### config.mk
export PLATFORM = sky130hd
export DESIGN_NAME = fwsr_top
export DESIGN_NICKNAME = d
export VERILOG_FILES = /design/src/include/fwsr_pkg.sv /design/src/core/fwsr_cycle.sv /design/src/core/fwsr_wb_regs.sv /design/src/core/fwsr_top.sv
export SDC_FILE = /design/constraint.sdc
export NUM_CORES = 1
export LEC_CHECK = 0
export BUFFER_PORTS_ARGS = -buffer_cell sky130_fd_sc_hd__buf_2
export CORE_AREA = 2 2 186 188
export DETAILED_ROUTE_END_ITERATION = 10
export DIE_AREA = 0 0 188 190
export RECOVER_POWER = 100
export SYNTH_ARGS = -nofsm -noshare
export SYNTH_HDL_FRONTEND = slang
export SYNTH_HIERARCHICAL = 1
export SYNTH_SLANG_ARGS = --single-unit
export TNS_END_PERCENT = 10
### constraint.sdc
create_clock -name CLK_SYS_IN -period 3 [get_ports CLK_SYS_IN]
set_input_delay 0.6 -clock CLK_SYS_IN [delete_from_list [all_inputs] [get_ports CLK_SYS_IN]]
set_output_delay 0.6 -clock CLK_SYS_IN [all_outputs]
set_load 0.03 [all_outputs]
### src/include/fwsr_pkg.sv
/*
  package for the flash write-status host poller: bus map, status bit
  positions, command codes and timing constants.
  assumes a 16-bit flash data bus and a 40 MHz system clock.
*/
package fwsr_pkg;
  // system clock
  localparam int CLK_HZ = 40000000;
  // flash strobe timing, ns, rounded up to cycles
  localparam int T_STROBE_NS = 70;
  localparam int STROBE_CYC = (T_STROBE_NS * (CLK_HZ / 1000000) + 999) / 1000;
  localparam int T_GAP_NS = 30;
  localparam int GAP_CYC = (T_GAP_NS * (CLK_HZ / 1000000) + 999) / 1000;
  localparam logic [7:0] STROBE_CNT = 8'(STROBE_CYC);
  localparam logic [7:0] GAP_CNT = 8'(GAP_CYC);
  // status bit positions on the flash data bus
  localparam int POLL_BIT = 7;
  localparam int PTOG_BIT = 6;
  localparam int TLIM_BIT = 5;
  localparam int EWIN_BIT = 3;
  localparam int STOG_BIT = 2;
  localparam int BABT_BIT = 1;
  // reset commands written to the flash
  localparam logic [15:0] CMD_RESET = 16'h00f0;
  localparam logic [15:0] CMD_UNLOCK1 = 16'h00aa;
  localparam logic [15:0] CMD_UNLOCK2 = 16'h0055;
  localparam logic [23:0] ADDR_UNLOCK1 = 24'h000555;
  localparam logic [23:0] ADDR_UNLOCK2 = 24'h0002aa;
  // wishbone register byte offsets
  localparam logic [3:0] REG_CTRL = 4'h0;
  localparam logic [3:0] REG_ADDR = 4'h4;
  localparam logic [3:0] REG_STAT = 4'h8;
  localparam logic [3:0] REG_DATA = 4'hc;
  // control register fields
  localparam int CTRL_GO = 0;
  localparam int CTRL_MODE = 1;
  localparam int CTRL_ABRST = 2;
  // status register fields
  localparam int ST_BUSY = 0;
  localparam int ST_DONE = 1;
  localparam int ST_FAIL = 2;
  localparam int ST_ABORT = 3;
  localparam int ST_EWIN = 4;
  localparam int ST_SECT = 5;
  localparam logic [31:0] UNMAPPED_VAL = 32'h00000000;
  // polling method
  typedef enum logic {FWSR_TOGGLE, FWSR_DATA} fwsr_mode_t;
  // one flash bus request
  typedef struct packed {
    logic wr;
    logic [23:0] addr;
    logic [15:0] wdata;
  } fwsr_req_t;
  // flash pin bundle
  typedef struct packed {
    logic ce_n;
    logic oe_n;
    logic we_n;
    logic [23:0] addr;
    logic [15:0] dq;
    logic dq_oe;
  } fwsr_pins_t;
endpackage : fwsr_pkg

### src/core/fwsr_cycle.sv
/*
  one asynchronous flash bus cycle (read or write) timed in clock cycles.
  assumes data in is synchronous to the system clock.
*/
`timescale 1ns/1ps
module fwsr_cycle
  import fwsr_pkg::*;
(
  // clock and reset
  input wire logic clk_in,
  input wire logic rst_in,
  input wire logic ce_in,
  // request side
  input wire logic start_in,
  input wire fwsr_req_t req_in,
  output logic done_out,
  output logic [15:0] rdata_out,
  // flash pins
  output fwsr_pins_t pins_out,
  input wire logic [15:0] dq_in
);
  typedef enum logic [1:0] {CY_IDLE, CY_ACT, CY_GAP} fwsr_cy_t;
  fwsr_cy_t st_q, st_d;
  logic [7:0] cnt_q, cnt_d; // phase counter
  fwsr_req_t req_q, req_d; // held request
  logic done_q, done_d;
  logic [15:0] rd_q, rd_d;

  ////////////////////////////////////////////////////////////////////
  // next state: strobes fall, hold, rise, then a gap so every read is a
  // distinct cycle and the toggle bit can advance
  always_comb begin
    st_d = st_q;
    cnt_d = cnt_q;
    req_d = req_q;
    done_d = 1'b0;
    rd_d = rd_q;
    unique case (st_q)
      CY_IDLE: begin
        if (start_in) begin
          req_d = req_in;
          cnt_d = STROBE_CNT;
          st_d = CY_ACT;
        end
      end
      CY_ACT: begin
        if (cnt_q <= 8'h01) begin
          // sample data at the end of the strobe, just before release
          if (!req_q.wr) rd_d = dq_in;
          cnt_d = GAP_CNT;
          st_d = CY_GAP;
        end else begin
          cnt_d = cnt_q - 8'h01;
        end
      end
      CY_GAP: begin
        if (cnt_q <= 8'h01) begin
          done_d = 1'b1;
          st_d = CY_IDLE;
        end else begin
          cnt_d = cnt_q - 8'h01;
        end
      end
    endcase
  end

  // registers
  always_ff @(posedge clk_in) begin
    if (rst_in) begin
      st_q <= CY_IDLE;
      cnt_q <= 8'h00;
      req_q <= '0;
      done_q <= 1'b0;
      rd_q <= 16'h0000;
    end else if (ce_in) begin
      st_q <= st_d;
      cnt_q <= cnt_d;
      req_q <= req_d;
      done_q <= done_d;
      rd_q <= rd_d;
    end
  end

  // pins come from flops; chip enable released in the gap too
  always_ff @(posedge clk_in) begin
    if (rst_in) begin
      pins_out <= '{ce_n: 1'b1, oe_n: 1'b1, we_n: 1'b1, addr: 24'h000000,
                    dq: 16'h0000, dq_oe: 1'b0};
    end else if (ce_in) begin
      pins_out.ce_n <= (st_d != CY_ACT);
      pins_out.oe_n <= !(st_d == CY_ACT && !req_d.wr);
      pins_out.we_n <= !(st_d == CY_ACT && req_d.wr);
      pins_out.addr <= req_d.addr;
      pins_out.dq <= req_d.wdata;
      pins_out.dq_oe <= (st_d == CY_ACT) && req_d.wr;
    end
  end

  assign done_out = done_q;
  assign rdata_out = rd_q;
endmodule : fwsr_cycle

### src/core/fwsr_wb_regs.sv
/*
  classic wishbone slave holding the poller's control and status words.
  assumes a single-cycle classic master; ack one cycle after stb.
*/
`timescale 1ns/1ps
module fwsr_wb_regs
  import fwsr_pkg::*;
(
  // clock and reset
  input wire logic clk_in,
  input wire logic rst_in,
  input wire logic ce_in,
  // wishbone
  input wire logic cyc_in,
  input wire logic stb_in,
  input wire logic we_in,
  input wire logic [3:0] adr_in,
  input wire logic [3:0] sel_in,
  input wire logic [31:0] dat_in,
  output logic [31:0] dat_out,
  output logic ack_out,
  // to core
  output logic go_out,
  output logic abrst_out,
  output fwsr_mode_t mode_out,
  output logic [23:0] addr_out,
  output logic [15:0] expect_out,
  // from core
  input wire logic [5:0] stat_in,
  input wire logic [15:0] last_in
);
  logic ack_q, ack_d;
  logic [31:0] dat_q, dat_d;
  logic go_q, go_d, ab_q, ab_d;
  fwsr_mode_t mode_q, mode_d;
  logic [23:0] addr_q, addr_d;
  logic [15:0] exp_q, exp_d;
  logic hit;

  ////////////////////////////////////////////////////////////////////
  // decode, writes with byte enables, read mux
  always_comb begin
    hit = cyc_in && stb_in && !ack_q;
    ack_d = hit;
    dat_d = dat_q;
    go_d = 1'b0; // go and abort-reset are one-cycle pulses
    ab_d = 1'b0;
    mode_d = mode_q;
    addr_d = addr_q;
    exp_d = exp_q;
    if (hit && we_in) begin
      unique case (adr_in)
        REG_CTRL: begin
          if (sel_in[0]) begin
            go_d = dat_in[CTRL_GO];
            ab_d = dat_in[CTRL_ABRST];
            mode_d = fwsr_mode_t'(dat_in[CTRL_MODE]);
          end
        end
        REG_ADDR: begin
          if (sel_in[0]) addr_d[7:0] = dat_in[7:0];
          if (sel_in[1]) addr_d[15:8] = dat_in[15:8];
          if (sel_in[2]) addr_d[23:16] = dat_in[23:16];
        end
        REG_DATA: begin
          if (sel_in[0]) exp_d[7:0] = dat_in[7:0];
          if (sel_in[1]) exp_d[15:8] = dat_in[15:8];
        end
        default: ; // unmapped or read-only: write ignored
      endcase
    end
    if (hit && !we_in) begin
      unique case (adr_in)
        REG_CTRL: dat_d = {30'h0, 1'(mode_q), 1'b0};
        REG_ADDR: dat_d = {8'h00, addr_q};
        REG_STAT: dat_d = {26'h0, stat_in};
        REG_DATA: dat_d = {last_in, exp_q};
        default: dat_d = UNMAPPED_VAL;
      endcase
    end
  end

  // registers
  always_ff @(posedge clk_in) begin
    if (rst_in) begin
      ack_q <= 1'b0;
      dat_q <= 32'h00000000;
      go_q <= 1'b0;
      ab_q <= 1'b0;
      mode_q <= FWSR_TOGGLE;
      addr_q <= 24'h000000;
      exp_q <= 16'h0000;
    end else if (ce_in) begin
      ack_q <= ack_d;
      dat_q <= dat_d;
      go_q <= go_d;
      ab_q <= ab_d;
      mode_q <= mode_d;
      addr_q <= addr_d;
      exp_q <= exp_d;
    end
  end

  assign ack_out = ack_q;
  assign dat_out = dat_q;
  assign go_out = go_q;
  assign abrst_out = ab_q;
  assign mode_out = mode_q;
  assign addr_out = addr_q;
  assign expect_out = exp_q;
endmodule : fwsr_wb_regs

### src/core/fwsr_top.sv
/*
  host-side write-status poller for a banked nor flash: software starts a
  poll of a program or erase, the block reads status words until done, aborted or
  failed, issues the reset command on failure and reports the result.
  assumes flash data in is synchronous to CLK_SYS_IN; the program or erase
  command itself was already written by software through other means.
*/
// Functional notes
// poll bit valid after final write strobe
// program: poll bit inverted until done
// protected program: poll active briefly, then array
// erase: poll bit 0, then 1
// all protected erase: poll briefly, then read
// bit7 may settle first; confirm with next read
// toggle bit flips each read while busy
// toggle bit valid through erase window
// protected erase toggles briefly then stops
// protected program toggles briefly then stops
// toggles during erase-suspend program too
// toggle advances only between distinct reads
// sector toggle bit toggles in erasing sectors
// two reads; unchanged toggle means done
// toggling plus limit flag: recheck, then reset
// limit flag high means operation failed
// 0-to-1 program may fail via limit flag
// after failure host writes reset command
// window flag 0 until erasure begins
// each sector erase restarts window
// host should watch window flag when queuing
// window flag 1: further commands ignored
// buffer abort flag needs abort reset
// busy bank returns status instead of data
`timescale 1ns/1ps
module fwsr_top
  import fwsr_pkg::*;
(
  // clock, reset, enable
  input wire logic CLK_SYS_IN,
  input wire logic RST_IN,
  input wire logic CE_IN,
  // wishbone slave
  input wire logic WB_CYC_IN,
  input wire logic WB_STB_IN,
  input wire logic WB_WE_IN,
  input wire logic [3:0] WB_ADR_IN,
  input wire logic [3:0] WB_SEL_IN,
  input wire logic [31:0] WB_DAT_IN,
  output logic [31:0] WB_DAT_OUT,
  output logic WB_ACK_OUT,
  // flash pins
  output logic FL_CE_N_OUT,
  output logic FL_OE_N_OUT,
  output logic FL_WE_N_OUT,
  output logic [23:0] FL_ADDR_OUT,
  output logic [15:0] FL_DQ_OUT,
  output logic FL_DQ_OE_OUT,
  input wire logic [15:0] FL_DQ_IN
);
  // poll sequencer states
  typedef enum logic [3:0] {
    PS_IDLE, PS_READ1, PS_READ2, PS_CHECK, PS_RECHK, PS_CONFIRM,
    PS_RST1, PS_RST2, PS_RST3, PS_FINISH
  } fwsr_ps_t;

  fwsr_ps_t st_q, st_d;
  logic [15:0] prev_q, prev_d; // previous status word
  logic [15:0] last_q, last_d; // latest word read
  logic busy_q, busy_d, done_q, done_d, fail_q, fail_d, abt_q, abt_d;
  logic ewin_q, ewin_d, sect_q, sect_d;
  logic abr_q, abr_d; // reset is the buffer-abort reset
  logic cyc_go_q, cyc_go_d;
  fwsr_req_t req_q, req_d;
  logic go, abrst, cyc_done;
  fwsr_mode_t mode;
  logic [23:0] paddr;
  logic [15:0] expect_w, rdata;
  fwsr_pins_t pins;
  logic toggling, sect_tog, pbit_ok;

  ////////////////////////////////////////////////////////////////////
  // register slave
  fwsr_wb_regs u_regs (
    .clk_in(CLK_SYS_IN),
    .rst_in(RST_IN),
    .ce_in(CE_IN),
    .cyc_in(WB_CYC_IN),
    .stb_in(WB_STB_IN),
    .we_in(WB_WE_IN),
    .adr_in(WB_ADR_IN),
    .sel_in(WB_SEL_IN),
    .dat_in(WB_DAT_IN),
    .dat_out(WB_DAT_OUT),
    .ack_out(WB_ACK_OUT),
    .go_out(go),
    .abrst_out(abrst),
    .mode_out(mode),
    .addr_out(paddr),
    .expect_out(expect_w),
    .stat_in({sect_q, ewin_q, abt_q, fail_q, done_q, busy_q}),
    .last_in(last_q)
  );

  // one flash bus cycle engine
  fwsr_cycle u_cyc (
    .clk_in(CLK_SYS_IN),
    .rst_in(RST_IN),
    .ce_in(CE_IN),
    .start_in(cyc_go_q),
    .req_in(req_q),
    .done_out(cyc_done),
    .rdata_out(rdata),
    .pins_out(pins),
    .dq_in(FL_DQ_IN)
  );

  // pins leave straight from the cycle engine's flops
  assign FL_CE_N_OUT = pins.ce_n;
  assign FL_OE_N_OUT = pins.oe_n;
  assign FL_WE_N_OUT = pins.we_n;
  assign FL_ADDR_OUT = pins.addr;
  assign FL_DQ_OUT = pins.dq;
  assign FL_DQ_OE_OUT = pins.dq_oe;

  ////////////////////////////////////////////////////////////////////
  // comparisons between the two latest reads
  always_comb begin
    toggling = (rdata[PTOG_BIT] != prev_q[PTOG_BIT]);
    sect_tog = (rdata[STOG_BIT] != prev_q[STOG_BIT]);
    // bit7 equals target once a program is done; erase target is 1
    pbit_ok = (rdata[POLL_BIT] == expect_w[POLL_BIT]);
  end

  ////////////////////////////////////////////////////////////////////
  // poll sequencer next state
  always_comb begin
    st_d = st_q;
    prev_d = prev_q;
    last_d = last_q;
    busy_d = busy_q;
    done_d = done_q;
    fail_d = fail_q;
    abt_d = abt_q;
    ewin_d = ewin_q;
    sect_d = sect_q;
    abr_d = abr_q;
    cyc_go_d = 1'b0;
    req_d = req_q;
    unique case (st_q)
      PS_IDLE: begin
        if (go) begin
          // first status read starts only after the final write strobe
          busy_d = 1'b1;
          done_d = 1'b0;
          fail_d = 1'b0;
          abt_d = 1'b0;
          req_d = '{wr: 1'b0, addr: paddr, wdata: 16'h0000};
          cyc_go_d = 1'b1;
          st_d = PS_READ1;
        end else if (abrst) begin
          // software-ordered buffer-abort reset
          busy_d = 1'b1;
          abr_d = 1'b1;
          req_d = '{wr: 1'b1, addr: ADDR_UNLOCK1, wdata: CMD_UNLOCK1};
          cyc_go_d = 1'b1;
          st_d = PS_RST1;
        end
      end
      PS_READ1: begin
        if (cyc_done) begin
          prev_d = rdata;
          last_d = rdata;
          cyc_go_d = 1'b1; // second read of the pair
          st_d = PS_READ2;
        end
      end
      PS_READ2, PS_RECHK: begin
        if (cyc_done) begin
          last_d = rdata;
          prev_d = rdata;
          ewin_d = rdata[EWIN_BIT];
          sect_d = sect_tog;
          st_d = PS_CHECK;
          if (rdata[BABT_BIT] && !pbit_ok && mode == FWSR_DATA) begin
            // buffer abort stays until the abort reset; the bank keeps toggling
            // while aborted, so the flag counts only under data polling with a failed bit7 compare
            abt_d = 1'b1;
            st_d = PS_FINISH;
          end else if (mode == FWSR_TOGGLE ? !toggling : pbit_ok) begin
            if (st_q == PS_RECHK && mode == FWSR_TOGGLE) begin
              // toggle stopped after the limit flag rose: failure
              fail_d = 1'b1;
              abr_d = 1'b0;
              req_d = '{wr: 1'b1, addr: paddr, wdata: CMD_RESET};
              cyc_go_d = 1'b1;
              st_d = PS_RST3;
            end else begin
              // status gone: one more read gives the true full word
              cyc_go_d = 1'b1;
              st_d = PS_CONFIRM;
            end
          end else if (rdata[TLIM_BIT]) begin
            // limit flag high while still busy: recheck while toggling, or confirm once in data mode
            cyc_go_d = 1'b1;
            st_d = (mode == FWSR_TOGGLE) ? PS_RECHK : PS_CONFIRM;
          end else begin
            // still busy, including erase-suspend programming
            cyc_go_d = 1'b1;
            st_d = PS_READ2;
          end
        end
      end
      PS_CONFIRM: begin
        if (cyc_done) begin
          last_d = rdata;
          if (mode == FWSR_DATA && !pbit_ok) begin
            // bit7 still not true data: timing limit reached
            fail_d = 1'b1;
            abr_d = 1'b0;
            req_d = '{wr: 1'b1, addr: paddr, wdata: CMD_RESET};
            cyc_go_d = 1'b1;
            st_d = PS_RST3;
          end else begin
            done_d = 1'b1;
            st_d = PS_FINISH;
          end
        end
      end
      PS_RST1: begin
        if (cyc_done) begin
          req_d = '{wr: 1'b1, addr: ADDR_UNLOCK2, wdata: CMD_UNLOCK2};
          cyc_go_d = 1'b1;
          st_d = PS_RST2;
        end
      end
      PS_RST2: begin
        if (cyc_done) begin
          req_d = '{wr: 1'b1, addr: ADDR_UNLOCK1, wdata: CMD_RESET};
          cyc_go_d = 1'b1;
          st_d = PS_RST3;
        end
      end
      PS_RST3: begin
        if (cyc_done) begin
          if (abr_q) abt_d = 1'b0;
          st_d = PS_FINISH;
        end
      end
      PS_FINISH: begin
        busy_d = 1'b0;
        st_d = PS_IDLE;
      end
      default: st_d = PS_IDLE;
    endcase
  end

  // poll sequencer registers
  always_ff @(posedge CLK_SYS_IN) begin
    if (RST_IN) begin
      st_q <= PS_IDLE;
      prev_q <= 16'h0000;
      last_q <= 16'h0000;
      busy_q <= 1'b0;
      done_q <= 1'b0;
      fail_q <= 1'b0;
      abt_q <= 1'b0;
      ewin_q <= 1'b0;
      sect_q <= 1'b0;
      abr_q <= 1'b0;
      cyc_go_q <= 1'b0;
      req_q <= '0;
    end else if (CE_IN) begin
      st_q <= st_d;
      prev_q <= prev_d;
      last_q <= last_d;
      busy_q <= busy_d;
      done_q <= done_d;
      fail_q <= fail_d;
      abt_q <= abt_d;
      ewin_q <= ewin_d;
      sect_q <= sect_d;
      abr_q <= abr_d;
      cyc_go_q <= cyc_go_d;
      req_q <= req_d;
    end
  end
endmodule : fwsr_top

## Word-level counts from Yosys, hierarchy flattened

Index checks and enable logic that the tools add are counted.

| storage, ports and cells | value |
|---|---|
| input bits | 62 |
| output and inout port bits | 77 |
| word-level logic and storage cells | 206 |
| register bits | 224 |

| cells by class | value |
|---|---|
| add/subtract/negate cells | 1 |
| equal/unequal tests | 37 |
| bitwise operators | 2 |
| magnitude comparators | 1 |
| muxes and demuxes | 81 |
| reductions and logical operators | 49 |

Operator list:

| cell | count |
|---|---|
| 41-bit two-way mux | 12 |
| 41-bit one-hot mux with 5 select lines | 1 |
| 32-bit one-hot mux with 4 select lines | 1 |
| 4-bit two-way mux | 11 |
| 1-bit two-way mux | 40 |
| 4-bit one-hot mux with 7 select lines | 1 |
| 4-bit AND reduction | 7 |
| 8-bit two-way mux | 3 |
| 8-bit one-hot mux with 3 select lines | 1 |
| 4-bit by 3-bit equality test with 1-bit output, second input constant | 5 |
| 2-bit != test, second input constant | 10 |
| 2-bit by 1-bit != test with 1-bit output, second input constant | 9 |
| 3-bit AND reduction | 6 |
| 4-bit equality test, second input constant | 4 |
| 11-bit AND reduction | 1 |
| 1-bit logical AND | 10 |
| 10-bit AND reduction | 1 |
| 1-bit one-hot mux with 3 select lines | 3 |
| 9-bit AND reduction | 1 |
| 8-bit by 1-bit less-or-equal comparator with 1-bit output, second input constant | 1 |
| 4-bit zero test | 2 |
| 8-bit AND reduction | 1 |
| 8-bit by 1-bit subtractor with 8-bit output, second input constant | 1 |
| 1-bit zero test | 7 |
| other kinds (23) | 32 |

## Logic depth before layout (Yosys ltp)

| logic depth | value |
|---|---|
| depth after elaboration | 7 |
| mapped depth | 9 |
| gate-level depth less buffers | 6 |

## By module

Netlist, hierarchy kept.

By module, submodules not included:

| module | cells an instance | instances | sequential area each (µm²) | area each (µm²) |
|---|---|---|---|---|
| fwsr_wb_regs | 369 | 1 | 1521.5 | 3503.4 |
| fwsr_cycle | 391 | 1 | 1441.4 | 3254.4 |
| fwsr_top | 391 | 1 | 1181.1 | 3250.6 |

## Least setup slack after synthesis

OpenSTA, ideal clock, no wires.

| timing | value |
|---|---|
| path kind | input-to-reg |
| start | in WB_ADR_IN[0] |
| end | reg u_regs.addr_q[10], in the netlist u_regs/addr_out[10] |
| setup time | 72 ps |
| required time | 2928 ps |
| path buffers | 2 |
| arrival time | 2000 ps |
| cell stages on the path | 5 |
| path slack | 929 ps |
| cells stage by stage | buf_2 -> or4b_4 -> buf_6 -> nor3_4 -> mux2i_1 |

| between the ends | value |
|---|---|
| cells in the longest elaborated chain, start to end | 2 |

Ends and longest elaborated chain:

| what | line | text |
|---|---|---|
| start, declared | fwsr_top.sv:45 | `input wire logic [3:0] WB_ADR_IN,` |
| 4-bit by 3-bit equality test with 1-bit output | fwsr_wb_regs.sv:52 | `unique case (adr_in)` |
| 4-bit AND reduction (no line) | n/a |  |
| end signal, assigned | fwsr_wb_regs.sv:99 | `addr_q <= addr_d;` |
| end, declared | fwsr_wb_regs.sv:36 | `logic [23:0] addr_q, addr_d;` |

No other way between the ends.
A chain may end at the register's enable or synchronous reset.

## Worst setup path in the final report

| timing | value |
|---|---|
| start | in WB_ADR_IN[3] |
| end | reg u_regs.exp_q[5], in the netlist u_regs/expect_out[5] |

| between the ends | value |
|---|---|
| cells in the longest elaborated chain, start to end | 2 |

Ends and longest elaborated chain:

| what | line | text |
|---|---|---|
| 4-bit equality test | fwsr_wb_regs.sv:52 |  |
| 4-bit AND reduction (no line) | n/a |  |
| end signal, assigned | fwsr_wb_regs.sv:100 | `exp_q <= exp_d;` |
| end, declared | fwsr_wb_regs.sv:37 | `logic [15:0] exp_q, exp_d;` |

No other way between the ends.

==> flow_metrics.py <==
metrics = {
    "floorplanning": {
        "core_mm2": 0.03395,
        "die_h_um": 190,
        "start_util_pct": 29.48,
        "dieArea_mm2": 0.03572,
        "ios": 139,
        "die_w_um": 188,
        "num_rows": 68,
    },
    "setup_path": {
        "endpoint_kind": "flip-flop",
        "cp_slowest_cell": "clkbuf_1",
        "rrSetupSlack_ns": 0.44,
        "path_common_cell": "clkbuf_1",
        "path_cells": "clkbuf_1 > clkbuf_1 > and4bb_1 > nor3b_1 > clkbuf_1 > mux2i_1",
        "reg2reg_depth": 4,
        "cp_data_arrival_time_ns": 3.08,
        "required_ns": 3.45,
        "path_class": "in -> reg",
        "critPathMaxStageDelay_ns": 0.81,
        "startpoint_type": "input pin",
        "worst-path-max-fanout": 17,
    },
    "yosys": {
        "synth-async-reset-ratio_pct": 0,
        "synth_top_area_cell": "dfxtp_1",
        "synth.distinct_cells": 80,
        "syn_area_per_cell_um2": 8.695,
        "synth_edf_count": 0,
        "synth.most_common_cell": "dfxtp_1",
        "syn_inst": 1151,
        "ys_top_cells_by_area": "dfxtp_1 41%, mux2i_1 7.1%, a21oi_1 6.5%",
        "syn-cell-area_mm2": 0.01001,
        "yosysTopAreaCellShare_pct": 41.41,
        "synthTopCellsByCount": "207 x dfxtp_1, 129 x a21oi_1, 106 x nand2_1",
        "synth-seq-area-share_pct": 41.41,
        "ys_seq_elements": 207,
        "synth-main-ff-cell": "dfxtp_1",
        "yosys_warnings": 6,
    },
    "clock_tree": {
        "cts_root_buf": "clkbuf_16",
        "cts_tree": "built",
        "clkLatencyLatePin_ns": 0.52,
        "cts_made_buffers": 23,
        "htreeDepth": 1,
        "hold_buffers": 0,
        "cts_resized": 0,
        "clkTransAtPathRegs_ns": 0.06,
        "postCtsSetupBuffers": 0,
        "cts_sinks": 207,
        "clockBufferDepth": 3,
    },
    "finish": {
        "area_growth_pct": 15.00,
        "fin_util_pct": 33.90,
        "final_cell_area_mm2": 0.01151,
        "drive_above_1_share_pct": 13.87,
        "n_antenna_cell": 0,
        "fin_nets": 1276,
    },
    "global_routing": {
        "antenna_found_initial": 2,
        "grt_max_degree": 110,
        "gr-usage-all-layers_pct": 15.36,
        "grt_overflow_total": 0,
        "grt_pass1_wl_um": 44690,
        "grt_pass1_vias": 7922,
    },
    "detailed_routing": {
        "num_vias": 8548,
        "routed_wl_um": 28510,
        "via_per_inst": 5.085,
        "drt_iter0_markers": 737,
        "wire_per_inst_um": 16.96,
        "firstDrtPassIters": 5,
        "antenna_left": 0,
        "drcViolationCount": 0,
    },
    "sta": {
        "setup_violations": 0,
        "setup-tns-final_ns": 0,
        "finalHoldViolCount": 0,
        "setup_ws_ns": 0.3660,
        "clock_skew_ns": 0.01726,
        "worst_slew_pin_slew_ns": 0.9927,
        "rsz0062_at_grt": "no",
        "period_share_pct": 87.80,
        "max_freq_mhz": 379.6,
        "slew_headroom_pct": 33.82,
        "slew_viol_final": 0,
        "period_minus_slack_ns": 2.634,
    },
    "power_and_ir_drop": {
        "ir_worst_vdd_v": 0.0004146,
        "p_total_uw": 7390,
        "cellLeakagePower_uw": 0.004147,
        "powerDensity_mw_per_mm2": 642.0,
    },
    "place": {
        "placed_area_mm2": 0.01080,
        "gp_congestion": 0.8784,
        "dpl_worst_slack_ns": 0.5209,
        "io_buffers": 129,
        "hpwl_um": 19820,
    },
    "worst_hold_path": {
        "min_path_cells": 3,
        "hold_path.class": "in -> reg",
    },
    "status": {
        "status": "complete, no violations",
    },
    "flow_run": {
        "drv_cap": 0,
    },
}
-- report_power, final --
group	leakage (uW)	internal (uW)	switching [uW]
registers	0.00167	2830	105
logic	0.00206	469	824
clock network	0.000416	1990	1180
total	0.00415	5280	2110
-- final cells by class --
class	instances	area (um2)
clock buffer	31	665.6
clock inverter	11	188.9
fill	3549	22440
inverter	21	78.83
multi-input combinational	794	5079
sequential	207	4144
tap	455	569.3
timing repair buffer	162	784.5
-- final timing paths --
path,startpoint,endpoint
setup reg to reg,st_q[0],req_q[26]
hold reg to reg,req_q[30],u_cyc/pins_out[31]
setup / recovery,WB_ADR_IN[3],u_regs/expect_out[5]
hold / removal,FL_DQ_IN[9],u_cyc/rdata_out[9]
-- critical path, delay by kind of cell --
kind,cells,cell delay [ns]
mux,1,0.23
buf+inv,3,1.60
simple gates,2,0.65
-- layout by cell type (no fill, tap or decap), types with 5 or more instances in the layout --
| master | netlist | layout |
|---|---|---|
| inv_1 | 20 | 20 |
| conb_1 | 1 | 8 |
| nor3_1 | 14 | 14 |
| nand2b_1 | 82 | 82 |
| or4_1 | 6 | 7 |
| a21oi_1 | 129 | 129 |
| mux2_1 | 0 | 7 |
| o21ai_0 | 45 | 50 |
| buf_4 | 44 | 23 |
| clkbuf_1 | 64 | 86 |
| nand2_1 | 106 | 106 |
| o211ai_1 | 12 | 12 |
| o32a_1 | 6 | 6 |
| a31o_2 | 13 | 13 |
| ha_1 | 5 | 5 |
| buf_2 | 13 | 49 |
| nor2b_1 | 19 | 19 |
| clkbuf_8 | 0 | 6 |
| clkbuf_16 | 0 | 23 |
| mux2i_1 | 71 | 71 |
| o22ai_1 | 14 | 14 |
| nand4_1 | 42 | 42 |
| nor2_1 | 59 | 58 |
| nand3_1 | 11 | 11 |
| a211oi_1 | 11 | 11 |
| mux2_2 | 25 | 18 |
| o31ai_1 | 11 | 11 |
| dfxtp_1 | 207 | 207 |
| bufinv_16 | 0 | 5 |
| o21a_1 | 8 | 8 |
-- kinds of logic (layout without fill, tap and decap cells) --
group | Yosys count | after routing | share of synthesized area (%)
and+or+nand+nor | 380 | 380 | 20.52
other | 1 | 8 | 0.03747
xor gates and xnor gates | 5 | 5 | 0.5877
AOI/OAI and AO/OA | 300 | 300 | 18.84
muxes | 96 | 96 | 9.914
DFF | 207 | 207 | 41.41
adders and majority gates | 5 | 5 | 0.6251
buffers and inverters | 157 | 225 | 8.076
-- through the flow --
step | cells | hold WS, ns
finish | 1681 | 0.3115
global route | 1681 | 0.3190
CTS | 1681 | 0.2983
detailed placement | 1639 | 0.4448
global placement | 1639 | 0.4408
floorplan | 1158 | 0.4315
-- state kept, by name (all words and copies together) (netlist names), 2 cells and up --
name	flops
u_cyc/st_q	2
last_q	16
prev_q	2
u_cyc/rdata_out	16
u_cyc/pins_out	44
u_regs/expect_out	16
u_regs/dat_out	32
req_q	29
u_regs/addr_out	24
st_q	4
u_cyc/cnt_q	8
-- routing by layer --
layer  vias up  global-route usage (%)  wire length [um]
met1      4049                   22.28             13960
met2       282                   23.12             12120
li1       4179                       -                 -
met3        36                   3.136              1823
met4         2                   3.816               597
met5         -                       0                13
No activity file was read; power rests on OpenSTA's default activity.
